### src/pdr_pkg.sv
// Constants and types shared by the protocol MAC reset control block.
// Assumes a 32-bit AXI4-Lite register bus with a 16-bit byte address.
package pdr_pkg;

    // ------------------------------------------------------------------
    // Register map
    // ------------------------------------------------------------------
    localparam logic [15:0] PDR_CTL_INDEX = 16'h1A8B;
    localparam logic [15:0] PDR_CTL_ADDR = {PDR_CTL_INDEX[13:0], 2'b00};
    localparam int PDR_WORD_LSB = 2;
    localparam int PDR_ADDR_W = 16;
    localparam int PDR_DATA_W = 32;
    localparam int PDR_CTL_W = 8;

    // ------------------------------------------------------------------
    // Field layout of mac_reset_control
    // ------------------------------------------------------------------
    localparam int PDR_MAC_RST_BIT = 7;
    localparam int PDR_CODEC_RST_BIT = 6;
    localparam int PDR_PROTO_RST_BIT = 0;
    localparam logic [7:0] PDR_CTL_MASK = 8'hC1;
    localparam logic [7:0] PDR_CTL_RESET = 8'h00;

    // ------------------------------------------------------------------
    // Bus answers
    // ------------------------------------------------------------------
    localparam logic [1:0] PDR_RESP_OKAY = 2'h0;
    localparam logic [1:0] PDR_RESP_DECERR = 2'h3;
    localparam logic [31:0] PDR_RDATA_ZERO = 32'h0000_0000;

    // ------------------------------------------------------------------
    // Write channel states
    // ------------------------------------------------------------------
    typedef enum logic [1:0] {
        PDR_WR_IDLE = 2'b01,
        PDR_WR_RESP = 2'b10
    } pdr_wr_state_t;

endpackage

### src/pdr_ctl_if.sv
// Carrier for the three software reset levels between register file and fan-out.
// Assumes both ends run on the same clock.
`timescale 1ns/100ps
interface pdr_ctl_if;
    logic mac_rst;
    logic codec_rst;
    logic proto_rst;
    modport src (output mac_rst, output codec_rst, output proto_rst);
    modport dst (input mac_rst, input codec_rst, input proto_rst);
endinterface

### src/pdr_reset_fanout.sv
// Turns the software reset levels into registered resets for each MAC sub-block.
// Assumes the levels come from flip-flops on ref_clk_i.
`timescale 1ns/100ps
module pdr_reset_fanout (
    input wire logic ref_clk_i,
    input wire logic rst_n_i,
    pdr_ctl_if.dst ctl,
    input wire logic rx_enable_i,
    output logic mac_reset_o,
    output logic codec_reset_o,
    output logic codec_config_reset_o,
    output logic rx_fsm_reset_o,
    output logic tx_fsm_reset_o,
    output logic tx_serializer_reset_o,
    output logic tx_request_clear_o,
    output logic keep_reset_o,
    output logic hr_detect_enable_o
);

    // ------------------------------------------------------------------
    // Reset outputs
    // ------------------------------------------------------------------
    always_ff @(posedge ref_clk_i or negedge rst_n_i)
    begin
        if (!rst_n_i)
        begin
            mac_reset_o <= 1'b1;
            codec_reset_o <= 1'b1;
            codec_config_reset_o <= 1'b1;
            keep_reset_o <= 1'b1;
        end
        else
        begin
            mac_reset_o <= ctl.mac_rst;
            codec_reset_o <= ctl.mac_rst | ctl.codec_rst;
            codec_config_reset_o <= ctl.mac_rst;
            keep_reset_o <= ctl.mac_rst;
        end
    end

    always_ff @(posedge ref_clk_i or negedge rst_n_i)
    begin
        if (!rst_n_i)
        begin
            rx_fsm_reset_o <= 1'b1;
            tx_fsm_reset_o <= 1'b1;
            tx_serializer_reset_o <= 1'b1;
            tx_request_clear_o <= 1'b1;
        end
        else
        begin
            rx_fsm_reset_o <= ctl.mac_rst | ctl.proto_rst;
            tx_fsm_reset_o <= ctl.mac_rst | ctl.proto_rst;
            tx_serializer_reset_o <= ctl.mac_rst | ctl.proto_rst;
            tx_request_clear_o <= ctl.mac_rst | ctl.proto_rst;
        end
    end

    // ------------------------------------------------------------------
    // Hard and cable reset detection arming
    // ------------------------------------------------------------------
    always_ff @(posedge ref_clk_i or negedge rst_n_i)
    begin
        if (!rst_n_i)
        begin
            hr_detect_enable_o <= 1'b0;
        end
        else if (ctl.mac_rst)
        begin
            hr_detect_enable_o <= 1'b0;
        end
        else if (rx_enable_i)
        begin
            hr_detect_enable_o <= 1'b1;
        end
    end

    // ------------------------------------------------------------------
    // Checks
    // ------------------------------------------------------------------
    chk_mac_hold: assert property (@(posedge ref_clk_i) disable iff (!rst_n_i)
        ctl.mac_rst |=> (mac_reset_o && codec_reset_o && rx_fsm_reset_o && keep_reset_o))
        else $error("MAC reset not applied to all sub-blocks.");

    chk_codec_hold: assert property (@(posedge ref_clk_i) disable iff (!rst_n_i)
        ctl.codec_rst |=> codec_reset_o)
        else $error("Codec reset not applied.");

    chk_codec_config: assert property (@(posedge ref_clk_i) disable iff (!rst_n_i)
        (ctl.codec_rst && !ctl.mac_rst) |=> !codec_config_reset_o)
        else $error("Codec reset disturbed codec configuration.");

    chk_proto_targets: assert property (@(posedge ref_clk_i) disable iff (!rst_n_i)
        ctl.proto_rst |=> (rx_fsm_reset_o && tx_fsm_reset_o && tx_serializer_reset_o
            && tx_request_clear_o))
        else $error("Protocol reset missed a target.");

    chk_proto_spare: assert property (@(posedge ref_clk_i) disable iff (!rst_n_i)
        (ctl.proto_rst && !ctl.mac_rst) |=> (!keep_reset_o && !codec_reset_o)
            || $past(ctl.codec_rst))
        else $error("Protocol reset touched preserved logic.");

    chk_proto_release: assert property (@(posedge ref_clk_i) disable iff (!rst_n_i)
        (!ctl.mac_rst && !ctl.proto_rst) [*2] |=> !rx_fsm_reset_o && !tx_request_clear_o)
        else $error("Protocol reset not released.");

    chk_detect_keep: assert property (@(posedge ref_clk_i) disable iff (!rst_n_i)
        (hr_detect_enable_o && ctl.proto_rst && !ctl.mac_rst) |=> hr_detect_enable_o)
        else $error("Protocol reset dropped detection enable.");

endmodule

### src/pdr_mac_mac_reset_control.sv
// AXI4-Lite slave holding the MAC reset control register and its reset fan-out.
// Assumes a single clock and one outstanding read and write from the master.
`timescale 1ns/100ps
module pdr_mac_mac_reset_control (
    input wire logic ref_clk_i,
    input wire logic rst_n_i,
    input wire logic [15:0] s_axi_awaddr_i,
    input wire logic [2:0] s_axi_awprot_i,
    input wire logic s_axi_awvalid_i,
    output logic s_axi_awready_o,
    input wire logic [31:0] s_axi_wdata_i,
    input wire logic [3:0] s_axi_wstrb_i,
    input wire logic s_axi_wvalid_i,
    output logic s_axi_wready_o,
    output logic [1:0] s_axi_bresp_o,
    output logic s_axi_bvalid_o,
    input wire logic s_axi_bready_i,
    input wire logic [15:0] s_axi_araddr_i,
    input wire logic [2:0] s_axi_arprot_i,
    input wire logic s_axi_arvalid_i,
    output logic s_axi_arready_o,
    output logic [31:0] s_axi_rdata_o,
    output logic [1:0] s_axi_rresp_o,
    output logic s_axi_rvalid_o,
    input wire logic s_axi_rready_i,
    input wire logic rx_enable_i,
    output logic mac_reset_o,
    output logic codec_reset_o,
    output logic codec_config_reset_o,
    output logic rx_fsm_reset_o,
    output logic tx_fsm_reset_o,
    output logic tx_serializer_reset_o,
    output logic tx_request_clear_o,
    output logic keep_reset_o,
    output logic hr_detect_enable_o
);

    // ------------------------------------------------------------------
    // Declarations
    // ------------------------------------------------------------------
    pdr_pkg::pdr_wr_state_t wr_state_reg;
    logic aw_have_reg;
    logic w_have_reg;
    logic [15:0] aw_addr_reg;
    logic [31:0] w_data_reg;
    logic [3:0] w_strb_reg;
    logic [1:0] bresp_reg;
    logic [7:0] ctl_reg;
    logic [7:0] ctl_next;
    logic wr_commit;
    logic wr_hit;
    logic rd_hit;
    logic rd_take;
    logic [7:0] rd_value;

    pdr_ctl_if ctl_bus ();

    // ------------------------------------------------------------------
    // Write address and data capture
    // ------------------------------------------------------------------
    assign s_axi_awready_o = (wr_state_reg == pdr_pkg::PDR_WR_IDLE) && !aw_have_reg;
    assign s_axi_wready_o = (wr_state_reg == pdr_pkg::PDR_WR_IDLE) && !w_have_reg;
    assign s_axi_bvalid_o = (wr_state_reg == pdr_pkg::PDR_WR_RESP);
    assign s_axi_bresp_o = bresp_reg;
    assign wr_commit = (wr_state_reg == pdr_pkg::PDR_WR_IDLE) && aw_have_reg && w_have_reg;
    assign wr_hit = (aw_addr_reg[15:pdr_pkg::PDR_WORD_LSB]
        == pdr_pkg::PDR_CTL_ADDR[15:pdr_pkg::PDR_WORD_LSB]);

    always_ff @(posedge ref_clk_i or negedge rst_n_i)
    begin
        if (!rst_n_i)
        begin
            aw_have_reg <= 1'b0;
            aw_addr_reg <= 16'h0000;
        end
        else if (s_axi_awvalid_i && s_axi_awready_o)
        begin
            aw_have_reg <= 1'b1;
            aw_addr_reg <= s_axi_awaddr_i;
        end
        else if (s_axi_bvalid_o && s_axi_bready_i)
        begin
            aw_have_reg <= 1'b0;
        end
    end

    always_ff @(posedge ref_clk_i or negedge rst_n_i)
    begin
        if (!rst_n_i)
        begin
            w_have_reg <= 1'b0;
            w_data_reg <= 32'h0000_0000;
            w_strb_reg <= 4'h0;
        end
        else if (s_axi_wvalid_i && s_axi_wready_o)
        begin
            w_have_reg <= 1'b1;
            w_data_reg <= s_axi_wdata_i;
            w_strb_reg <= s_axi_wstrb_i;
        end
        else if (s_axi_bvalid_o && s_axi_bready_i)
        begin
            w_have_reg <= 1'b0;
        end
    end

    // ------------------------------------------------------------------
    // Write state and response
    // ------------------------------------------------------------------
    always_ff @(posedge ref_clk_i or negedge rst_n_i)
    begin
        if (!rst_n_i)
        begin
            wr_state_reg <= pdr_pkg::PDR_WR_IDLE;
            bresp_reg <= pdr_pkg::PDR_RESP_OKAY;
        end
        else
        begin
            case (wr_state_reg)
                pdr_pkg::PDR_WR_IDLE:
                begin
                    if (wr_commit)
                    begin
                        wr_state_reg <= pdr_pkg::PDR_WR_RESP;
                        bresp_reg <= wr_hit ? pdr_pkg::PDR_RESP_OKAY : pdr_pkg::PDR_RESP_DECERR;
                    end
                end
                pdr_pkg::PDR_WR_RESP:
                begin
                    if (s_axi_bready_i)
                    begin
                        wr_state_reg <= pdr_pkg::PDR_WR_IDLE;
                    end
                end
                default:
                begin
                    wr_state_reg <= pdr_pkg::PDR_WR_IDLE;
                end
            endcase
        end
    end

    // ------------------------------------------------------------------
    // Reset control register
    // ------------------------------------------------------------------
    always_comb
    begin
        ctl_next = ctl_reg;
        if (wr_commit && wr_hit && w_strb_reg[0])
        begin
            ctl_next = w_data_reg[7:0] & pdr_pkg::PDR_CTL_MASK;
        end
    end

    // The register sits only on the chip reset, never on the MAC reset it drives.
    always_ff @(posedge ref_clk_i or negedge rst_n_i)
    begin
        if (!rst_n_i)
        begin
            ctl_reg <= pdr_pkg::PDR_CTL_RESET;
        end
        else
        begin
            ctl_reg <= ctl_next;
        end
    end

    assign ctl_bus.mac_rst = ctl_reg[pdr_pkg::PDR_MAC_RST_BIT];
    assign ctl_bus.codec_rst = ctl_reg[pdr_pkg::PDR_CODEC_RST_BIT];
    assign ctl_bus.proto_rst = ctl_reg[pdr_pkg::PDR_PROTO_RST_BIT];

    // ------------------------------------------------------------------
    // Read channel
    // ------------------------------------------------------------------
    assign s_axi_arready_o = !s_axi_rvalid_o;
    assign rd_take = s_axi_arvalid_i && s_axi_arready_o;
    assign rd_hit = (s_axi_araddr_i[15:pdr_pkg::PDR_WORD_LSB]
        == pdr_pkg::PDR_CTL_ADDR[15:pdr_pkg::PDR_WORD_LSB]);
    assign rd_value = ctl_reg & pdr_pkg::PDR_CTL_MASK;

    always_ff @(posedge ref_clk_i or negedge rst_n_i)
    begin
        if (!rst_n_i)
        begin
            s_axi_rvalid_o <= 1'b0;
            s_axi_rdata_o <= pdr_pkg::PDR_RDATA_ZERO;
            s_axi_rresp_o <= pdr_pkg::PDR_RESP_OKAY;
        end
        else if (rd_take)
        begin
            s_axi_rvalid_o <= 1'b1;
            s_axi_rdata_o <= rd_hit ? {24'h00_0000, rd_value} : pdr_pkg::PDR_RDATA_ZERO;
            s_axi_rresp_o <= rd_hit ? pdr_pkg::PDR_RESP_OKAY : pdr_pkg::PDR_RESP_DECERR;
        end
        else if (s_axi_rready_i)
        begin
            s_axi_rvalid_o <= 1'b0;
        end
    end

    // ------------------------------------------------------------------
    // Reset fan-out
    // ------------------------------------------------------------------
    pdr_reset_fanout u_fanout (
        .ref_clk_i(ref_clk_i),
        .rst_n_i(rst_n_i),
        .ctl(ctl_bus.dst),
        .rx_enable_i(rx_enable_i),
        .mac_reset_o(mac_reset_o),
        .codec_reset_o(codec_reset_o),
        .codec_config_reset_o(codec_config_reset_o),
        .rx_fsm_reset_o(rx_fsm_reset_o),
        .tx_fsm_reset_o(tx_fsm_reset_o),
        .tx_serializer_reset_o(tx_serializer_reset_o),
        .tx_request_clear_o(tx_request_clear_o),
        .keep_reset_o(keep_reset_o),
        .hr_detect_enable_o(hr_detect_enable_o)
    );

    // ------------------------------------------------------------------
    // Checks
    // ------------------------------------------------------------------
    chk_write_commit: assert property (@(posedge ref_clk_i) disable iff (!rst_n_i)
        (wr_commit && wr_hit && w_strb_reg[0])
            |=> ctl_reg == ($past(w_data_reg[7:0]) & pdr_pkg::PDR_CTL_MASK) && s_axi_bvalid_o)
        else $error("Control write not committed.");

    chk_reserved_zero: assert property (@(posedge ref_clk_i) disable iff (!rst_n_i)
        s_axi_rvalid_o |-> s_axi_rdata_o[31:8] == 24'h00_0000 && s_axi_rdata_o[5:1] == 5'h00)
        else $error("Reserved read bits not zero.");

    chk_mac_bit_keep: assert property (@(posedge ref_clk_i) disable iff (!rst_n_i)
        $fell(ctl_reg[pdr_pkg::PDR_MAC_RST_BIT]) |-> $past(wr_commit) && $past(wr_hit))
        else $error("MAC reset bit cleared without a write.");

    chk_bit_to_reset: assert property (@(posedge ref_clk_i) disable iff (!rst_n_i)
        $rose(ctl_reg[pdr_pkg::PDR_MAC_RST_BIT]) |=> mac_reset_o [*1] ##1 1'b1)
        else $error("MAC reset output late.");

    chk_read_answer: assert property (@(posedge ref_clk_i) disable iff (!rst_n_i)
        (rd_take && rd_hit) |=> s_axi_rvalid_o && s_axi_rresp_o == pdr_pkg::PDR_RESP_OKAY
            && s_axi_rdata_o[7:0] == $past(rd_value))
        else $error("Register read answer wrong.");

    chk_proto_clear: assert property (@(posedge ref_clk_i) disable iff (!rst_n_i)
        ctl_bus.proto_rst
            |=> tx_request_clear_o && tx_fsm_reset_o)
        else $error("Protocol reset did not clear transmit requests.");

    chk_rx_path_keep: assert property (@(posedge ref_clk_i) disable iff (!rst_n_i)
        (ctl_bus.proto_rst && !ctl_bus.mac_rst && !ctl_bus.codec_rst)
            |=> !keep_reset_o && !codec_reset_o)
        else $error("Protocol reset disturbed the receive path.");

    chk_tx_timer_keep: assert property (@(posedge ref_clk_i) disable iff (!rst_n_i)
        (ctl_bus.proto_rst && !ctl_bus.mac_rst)
            |=> !keep_reset_o && !mac_reset_o)
        else $error("Protocol reset disturbed transmit timing.");

    chk_bist_pm_keep: assert property (@(posedge ref_clk_i) disable iff (!rst_n_i)
        (ctl_bus.proto_rst && !ctl_bus.mac_rst)
            |=> !keep_reset_o && !codec_config_reset_o)
        else $error("Protocol reset disturbed self-test or power control.");

    chk_codec_path: assert property (@(posedge ref_clk_i) disable iff (!rst_n_i)
        (ctl_bus.codec_rst && !ctl_bus.mac_rst && !ctl_bus.proto_rst)
            |=> codec_reset_o && !rx_fsm_reset_o && !keep_reset_o)
        else $error("Codec reset reached the wrong logic.");

    chk_write_blocked: assert property (@(posedge ref_clk_i) disable iff (!rst_n_i)
        (wr_commit && !(wr_hit && w_strb_reg[0]))
            |=> $stable(ctl_reg) && s_axi_bvalid_o)
        else $error("Ignored write changed the control register.");

    chk_write_decerr: assert property (@(posedge ref_clk_i) disable iff (!rst_n_i)
        (wr_commit && !wr_hit)
            |=> s_axi_bvalid_o && s_axi_bresp_o == pdr_pkg::PDR_RESP_DECERR)
        else $error("Unmapped write not refused.");

    chk_read_decerr: assert property (@(posedge ref_clk_i) disable iff (!rst_n_i)
        (rd_take && !rd_hit)
            |=> s_axi_rvalid_o && s_axi_rresp_o == pdr_pkg::PDR_RESP_DECERR
                && s_axi_rdata_o == pdr_pkg::PDR_RDATA_ZERO)
        else $error("Unmapped read not refused.");

    chk_write_refused: assert property (@(posedge ref_clk_i) disable iff (!rst_n_i)
        s_axi_bvalid_o |-> !s_axi_awready_o && !s_axi_wready_o)
        else $error("Write accepted while response pending.");

endmodule

### config.mk
export PLATFORM = sky130hd
export DESIGN_NAME = pdr_mac_mac_reset_control
export DESIGN_NICKNAME = d
export VERILOG_FILES = /design/src/pdr_pkg.sv /design/src/pdr_ctl_if.sv /design/src/pdr_reset_fanout.sv /design/src/pdr_mac_mac_reset_control.sv
export SDC_FILE = /design/constraint.sdc
export NUM_CORES = 1
export LEC_CHECK = 0
export BUFFER_PORTS_ARGS = -buffer_cell sky130_fd_sc_hd__buf_2
export CAP_MARGIN = 20
export CORE_MARGIN = 10
export CORE_UTILIZATION = 42
export DETAILED_ROUTE_END_ITERATION = 8
export HOLD_SLACK_MARGIN = 0.08
export PLACE_DENSITY = 0.85
export SLEW_MARGIN = 10
export SYNTH_ARGS = -nofsm -noshare
export SYNTH_HDL_FRONTEND = slang
export SYNTH_SLANG_ARGS = --single-unit
### constraint.sdc
create_clock -name ref_clk_i -period 4.4 [get_ports ref_clk_i]
set_input_delay 0.44 -clock ref_clk_i [delete_from_list [all_inputs] [get_ports ref_clk_i]]
set_output_delay 0.44 -clock ref_clk_i [all_outputs]
set_load 0.03 [all_outputs]
Yosys cells after proc, flatten, opt, wreduce, memory -nomap -nowiden. Index checks and enable logic that the tools add are counted. Widths: inputs -> output; s select.

Reductions and logical operators: 19. Multiplexer cells: 13. Equal/unequal tests: 6. Bitwise logic cells: 2.

Operators with widths (number): $eq 14x13->1 const B (2); $logic_and 1x1->1 (10); $mux 2 (4); $mux 8 (1); $reduce_bool 2->1 (4); $mux 1 (7); $pmux 2 s2 (1); $reduce_and 2->1 (2); $logic_not 1->1 (3); $eq 2x1->1 const B (1); $eq 2x2->1 const B (1); $ne 2x1->1 const B (1); $ne 2x2->1 const B (1); $or 1x1->1 (2).

Input bits: 82. Output and inout bits: 50. Flip-flop bits (word level): 73. Logic and storage cells: 55.

Longest topological paths before layout.
Depth after elaboration: 5. Depth in mapped cells: 6. Depth with buffers taken out: 4.

Cells and area by module. From an unflattened synthesis, not the netlist that was laid out.

Cell total of the unflattened synthesis: 136. Area, all modules: 1669.1 µm².

By module, submodules not included: pdr_mac_mac_reset_control (instances 1, area an instance 1505.2 µm², sequential area each 777.0 µm², cells an instance 124); pdr_reset_fanout (instances 1, area an instance 163.9 µm², sequential area each 103.8 µm², cells an instance 12).

Worst setup path before layout. No wires, ideal clock.

Path kind: register -> register. From: register wr_state_reg[0]. To: register aw_addr_reg[13]. Stages on the path, launching flop included: 7. Path slack: 2.273 ns. Buffers on the path: 2. Required time: 4.275 ns. Clock period less this slack: 2.127 ns. Arrival: 2.002 ns. Library setup time: 0.125 ns. Cell sequence: dfstp_2 -> nand2b_1 -> nor2_1 -> and2_1 -> clkbuf_1 -> buf_2 -> mux2_2.

Longest elaborated chain between the ends: 3.

Ends and longest elaborated chain: from (decl) (RTL line pdr_mac_mac_reset_control.sv:41) `pdr_pkg::pdr_wr_state_t wr_state_reg;`; from (signal assigned) (RTL line pdr_mac_mac_reset_control.sv:114) `wr_state_reg <= pdr_pkg::PDR_WR_IDLE;`; from (signal assigned) (RTL line pdr_mac_mac_reset_control.sv:124) `wr_state_reg <= pdr_pkg::PDR_WR_RESP;`; from (signal assigned) (RTL line pdr_mac_mac_reset_control.sv:132) `wr_state_reg <= pdr_pkg::PDR_WR_IDLE;`; $eq 2x1->1 (RTL line pdr_mac_mac_reset_control.sv:61) `assign s_axi_awready_o = (wr_state_reg == pdr_pkg::PDR_WR_IDLE) && !aw_have_reg;`; $logic_and 1x1->1 (RTL line pdr_mac_mac_reset_control.sv:61); net s_axi_awready_o (RTL line pdr_mac_mac_reset_control.sv:10) `output logic s_axi_awready_o,`; $logic_and 1x1->1 (RTL line pdr_mac_mac_reset_control.sv:76) `else if (s_axi_awvalid_i && s_axi_awready_o)`; to (signal assigned) (RTL line pdr_mac_mac_reset_control.sv:79) `aw_addr_reg <= s_axi_awaddr_i;`; to (decl) (RTL line pdr_mac_mac_reset_control.sv:44) `logic [15:0] aw_addr_reg;`.

The timed path passes the listed nets, and every way through them passes these cells. A chain may end at the register's enable or synchronous reset.

Final worst setup path.
From: register aw_addr_reg[7]. To: register ctl_reg[6].

Longest elaborated chain between the ends: 3.

Ends and longest elaborated chain: $eq 14x13->1 (RTL line pdr_mac_mac_reset_control.sv:67) `== pdr_pkg::PDR_CTL_ADDR[15:pdr_pkg::PDR_WORD_LSB]);`; $logic_and 1x1->1 (2 in a row) (RTL line pdr_mac_mac_reset_control.sv:149) `if (wr_commit && wr_hit && w_strb_reg[0])`; to (signal assigned) (RTL line pdr_mac_mac_reset_control.sv:160) `ctl_reg <= pdr_pkg::PDR_CTL_RESET;`; to (signal assigned) (RTL line pdr_mac_mac_reset_control.sv:164) `ctl_reg <= ctl_next;`; to (decl) (RTL line pdr_mac_mac_reset_control.sv:48) `logic [7:0] ctl_reg;`.

No other way between the ends.

==> results by group <==
Run status
  – Status: complete, no violations

STA
  – Final setup violation count: 0
  – Max Clock Freq: between 500 and 600 MHz
  – Max Slew Vio Count: 0
  – Final period util: roughly 45%
  – Setup slack after layout: roughly 2.4 ns
  – Final setup TNS: 0 ns
  – Unrepaired setup endpoints after global routing: no
  – Worst Max-Slew Pin Slew: 0.753 ns
  – Relative slew slack: between 40% and 50%
  – Min Tclk post-route: a little under 2 ns
  – Final Hold Viols: 0
  – Clock Skew: between 0.002 and 0.003 ns

Detailed routing
  – DRT Wirelength: 3380 um
  – First DRT Iteration DRCs: 55
  – Wire per inst: 14.0 um
  – Final ANT Viol Nets: 0
  – DRC viols: 0
  – Detailed-route via count: about 1100
  – DR pass1 iterations: 2
  – Drt via density: around 4.4

CTS
  – Worst-path clk slew: around 0.070 ns
  – CTS tree: done
  – Hold Buf Count CTS: 0
  – Inserted Clock Buffers: 5
  – CTS root buf: clkbuf_8
  – Clock Latency Late Sink: 0.28 ns
  – Clock Sinks: 35
  – Post-CTS Setup Bufs: 0
  – Max clock buf depth: 2
  – Post-CTS sizing: 0
  – H-tree depth: 2

Power
  – Part of the power in combinational logic: between 20 and 30%
  – Final Power: 1.04 mW
  – Clk pwr share: between 20% and 30%
  – Pwr per Cell Area: 533 mW/mm2
  – Maximum vdd drop: 0.358 mV
  – Pint: 716 uW
  – Switch Pwr: around 330 uW
  – Sw Ratio: 31.4%
  – Seq pwr share: 46.8%
  – Pleak: between 1 and 1.5 nW

Final layout
  – Ratio of cells with drive above 1 in the final layout: slightly above 50%
  – FILL cells: between 300 and 400
  – Antenna Cells: 0
  – Layout Nets: around 280
  – Max reg flops: 14
  – Area Overhead vs Synth: 16.9%

GRT
  – First-pass GRT wire length: between 5000 and 6000 um
  – Antenna violations before repair: 0
  – Vias in the first global route: ~1100
  – Largest net degree at the start of global routing: 36
  – Overflow after GRT: 0
  – Gr usage total: 9.61%

Worst setup path
  – Critical-path maximum fanout: 3
  – Crit path from: aw_addr_reg[7]
  – Crit Path Class: reg -> reg
  – Reg2reg path depth: 4
  – Worst reg2reg setup slack: ~2.4 ns
  – WP data required: between 4 and 5 ns
  – Type of origin of the critical path: flop
  – Crit path capture type: flop
  – Data arrival, critical path: about 2.1 ns
  – RR Startpoint: aw_addr_reg[7]
  – Crit path capture: ctl_reg[6]
  – Worst r2r dst: ctl_reg[6]

Placed design
  – Place WS: 2.43 ns
  – DP HPWL: between 2000 and 3000 um
  – GPL Wtd Cong: between 0.7 and 0.8
  – PortBufs: 60

Logic synthesis
  – Seq/Total Area, Yosys: between 50% and 60%
  – Mean Syn Cell Area: approximately 12 um2
  – Synth cell types: 27
  – Synth Warn #: 0
  – Mapped cell area: 0.00168 mm2
  – Syn Inst Count: 137
  – Synthesized flop and latch total: 35

Die
  – Rows: 22
  – Initial Util: 44.4%
  – Die Y: around 83 um
  – Die width: approximately 83 um
  – # IOs: between 100 and 150
  – Die area: between 0.006 and 0.007 mm2
  – Area of the core: about 0.0038 mm2

Hold path
  – Hold Path Class: in -> async

Job
  – MaxCap Viol Count: 0
-- layer usage --
metal	track usage (%)	routed length (um)	vias up	part of all wire, %
li1	-	-	503	-
met1	9.17	1220	502	36
met2	15.6	1680	49	50
met3	6.05	453	4	13
met4	5.08	30	0	0.89
met5	0	0	-	0
-- power groups by stage --
stage	sequential, mW	clock [mW]	combinational [mW]
finish	0.489	0.249	0.306
CTS	0.491	0.256	0.309
floorplan	0.489	0	0.260
global placement	0.490	0	0.300
global route	0.503	0.270	0.336
detailed placement	0.497	0	0.308
-- final cells by class --
type | count | area (um2) | share of cell area, %
Multi-Input combinational cell | 87 | 602 | 30.7
Clock buffer | 8 | 100 | 5.11
Tap cell | 48 | 60.1 | 3.07
Sequential cell | 35 | 881 | 45.0
Inverter | 4 | 15.0 | 0.767
Timing Repair Buffer | 60 | 300 | 15.3
-- worst max-delay path: stages, from the launching register on --
cell and delay [ns]:
dfrtp_1 0.38, or4b_1 0.56, nor4_2 0.35, and3_4 0.27, mux2_4 0.30
-- synth_stat cells --
cell | count | area, um2
nand4_1 | 1 | 6.26
nand2b_1 | 2 | 12.5
mux2_2 | 18 | 203
nand2_1 | 3 | 11.3
nand4b_1 | 3 | 26.3
nor2b_1 | 1 | 6.26
and3_4 | 1 | 11.3
inv_1 | 4 | 15.0
nor3_1 | 1 | 5.00
nor4_2 | 1 | 12.5
or4b_2 | 1 | 10.0
buf_4 | 36 | 270
buf_2 | 1 | 5.00
nor4bb_1 | 1 | 10.0
and2_1 | 2 | 12.5
or4b_1 | 1 | 10.0
dfrtp_1 | 31 | 776
mux2_4 | 3 | 45.0
a21o_1 | 2 | 15.0
or4bb_1 | 1 | 11.3
clkbuf_1 | 2 | 7.51
conb_1 | 1 | 3.75
dfstp_2 | 4 | 105
a22o_1 | 3 | 26.3
nor2_1 | 8 | 30.0
o21ai_0 | 2 | 10.0
or2_2 | 3 | 18.8
-- stage by stage --
step	util [%]	hold WS, ns	std cells	area, um2
finish	51.9	0.220	242	1960
global route	51.9	0.279	242	1960
CTS	51.9	0.238	242	1960
detailed placement	49.3	0.458	234	1860
global placement	49.3	0.450	234	1860
floorplan	-	0.144	165	1780
-- worst min-delay path by stage --
| stage | start | end | slack [ns] | cells after the start |
|---|---|---|---|---|
| 2_1_floorplan | rst_n_i | aw_addr_reg[10] | 0.14 | 0 |
| 3_3_place_gp | ctl_reg[7] | u_fanout.mac_reset_o | 0.45 | 0 |
| 3_5_place_dp | ctl_reg[7] | u_fanout.mac_reset_o | 0.46 | 0 |
| 4_1_cts | rst_n_i | aw_addr_reg[9] | 0.24 | 1 |
| 5_1_grt | rst_n_i | w_have_reg | 0.28 | 1 |
| 6_report | rst_n_i | aw_addr_reg[9] | 0.22 | 1 |
-- cells by family after synthesis --
family	Yosys count	share of synthesized area, %
buf+inv	43	17.8
flops	35	52.6
simple gates	30	11.6
mux	21	14.8
compound gates	7	3.06
other cells	1	0.224
-- placed cells by master (no fill, tap or decap), types with 2 or more instances in the layout --
master	count
mux2_2	18
conb_1	29
a22o_1	3
mux2_4	3
and2_1	2
nand2_1	3
clkbuf_8	7
buf_2	60
dfstp_2	4
dfrtp_1	31
nand4b_1	3
a21o_1	2
nand2b_1	2
inv_1	4
nor2_1	8
or2_2	3
o21ai_0	2
(Power assumes the default switching activity.)
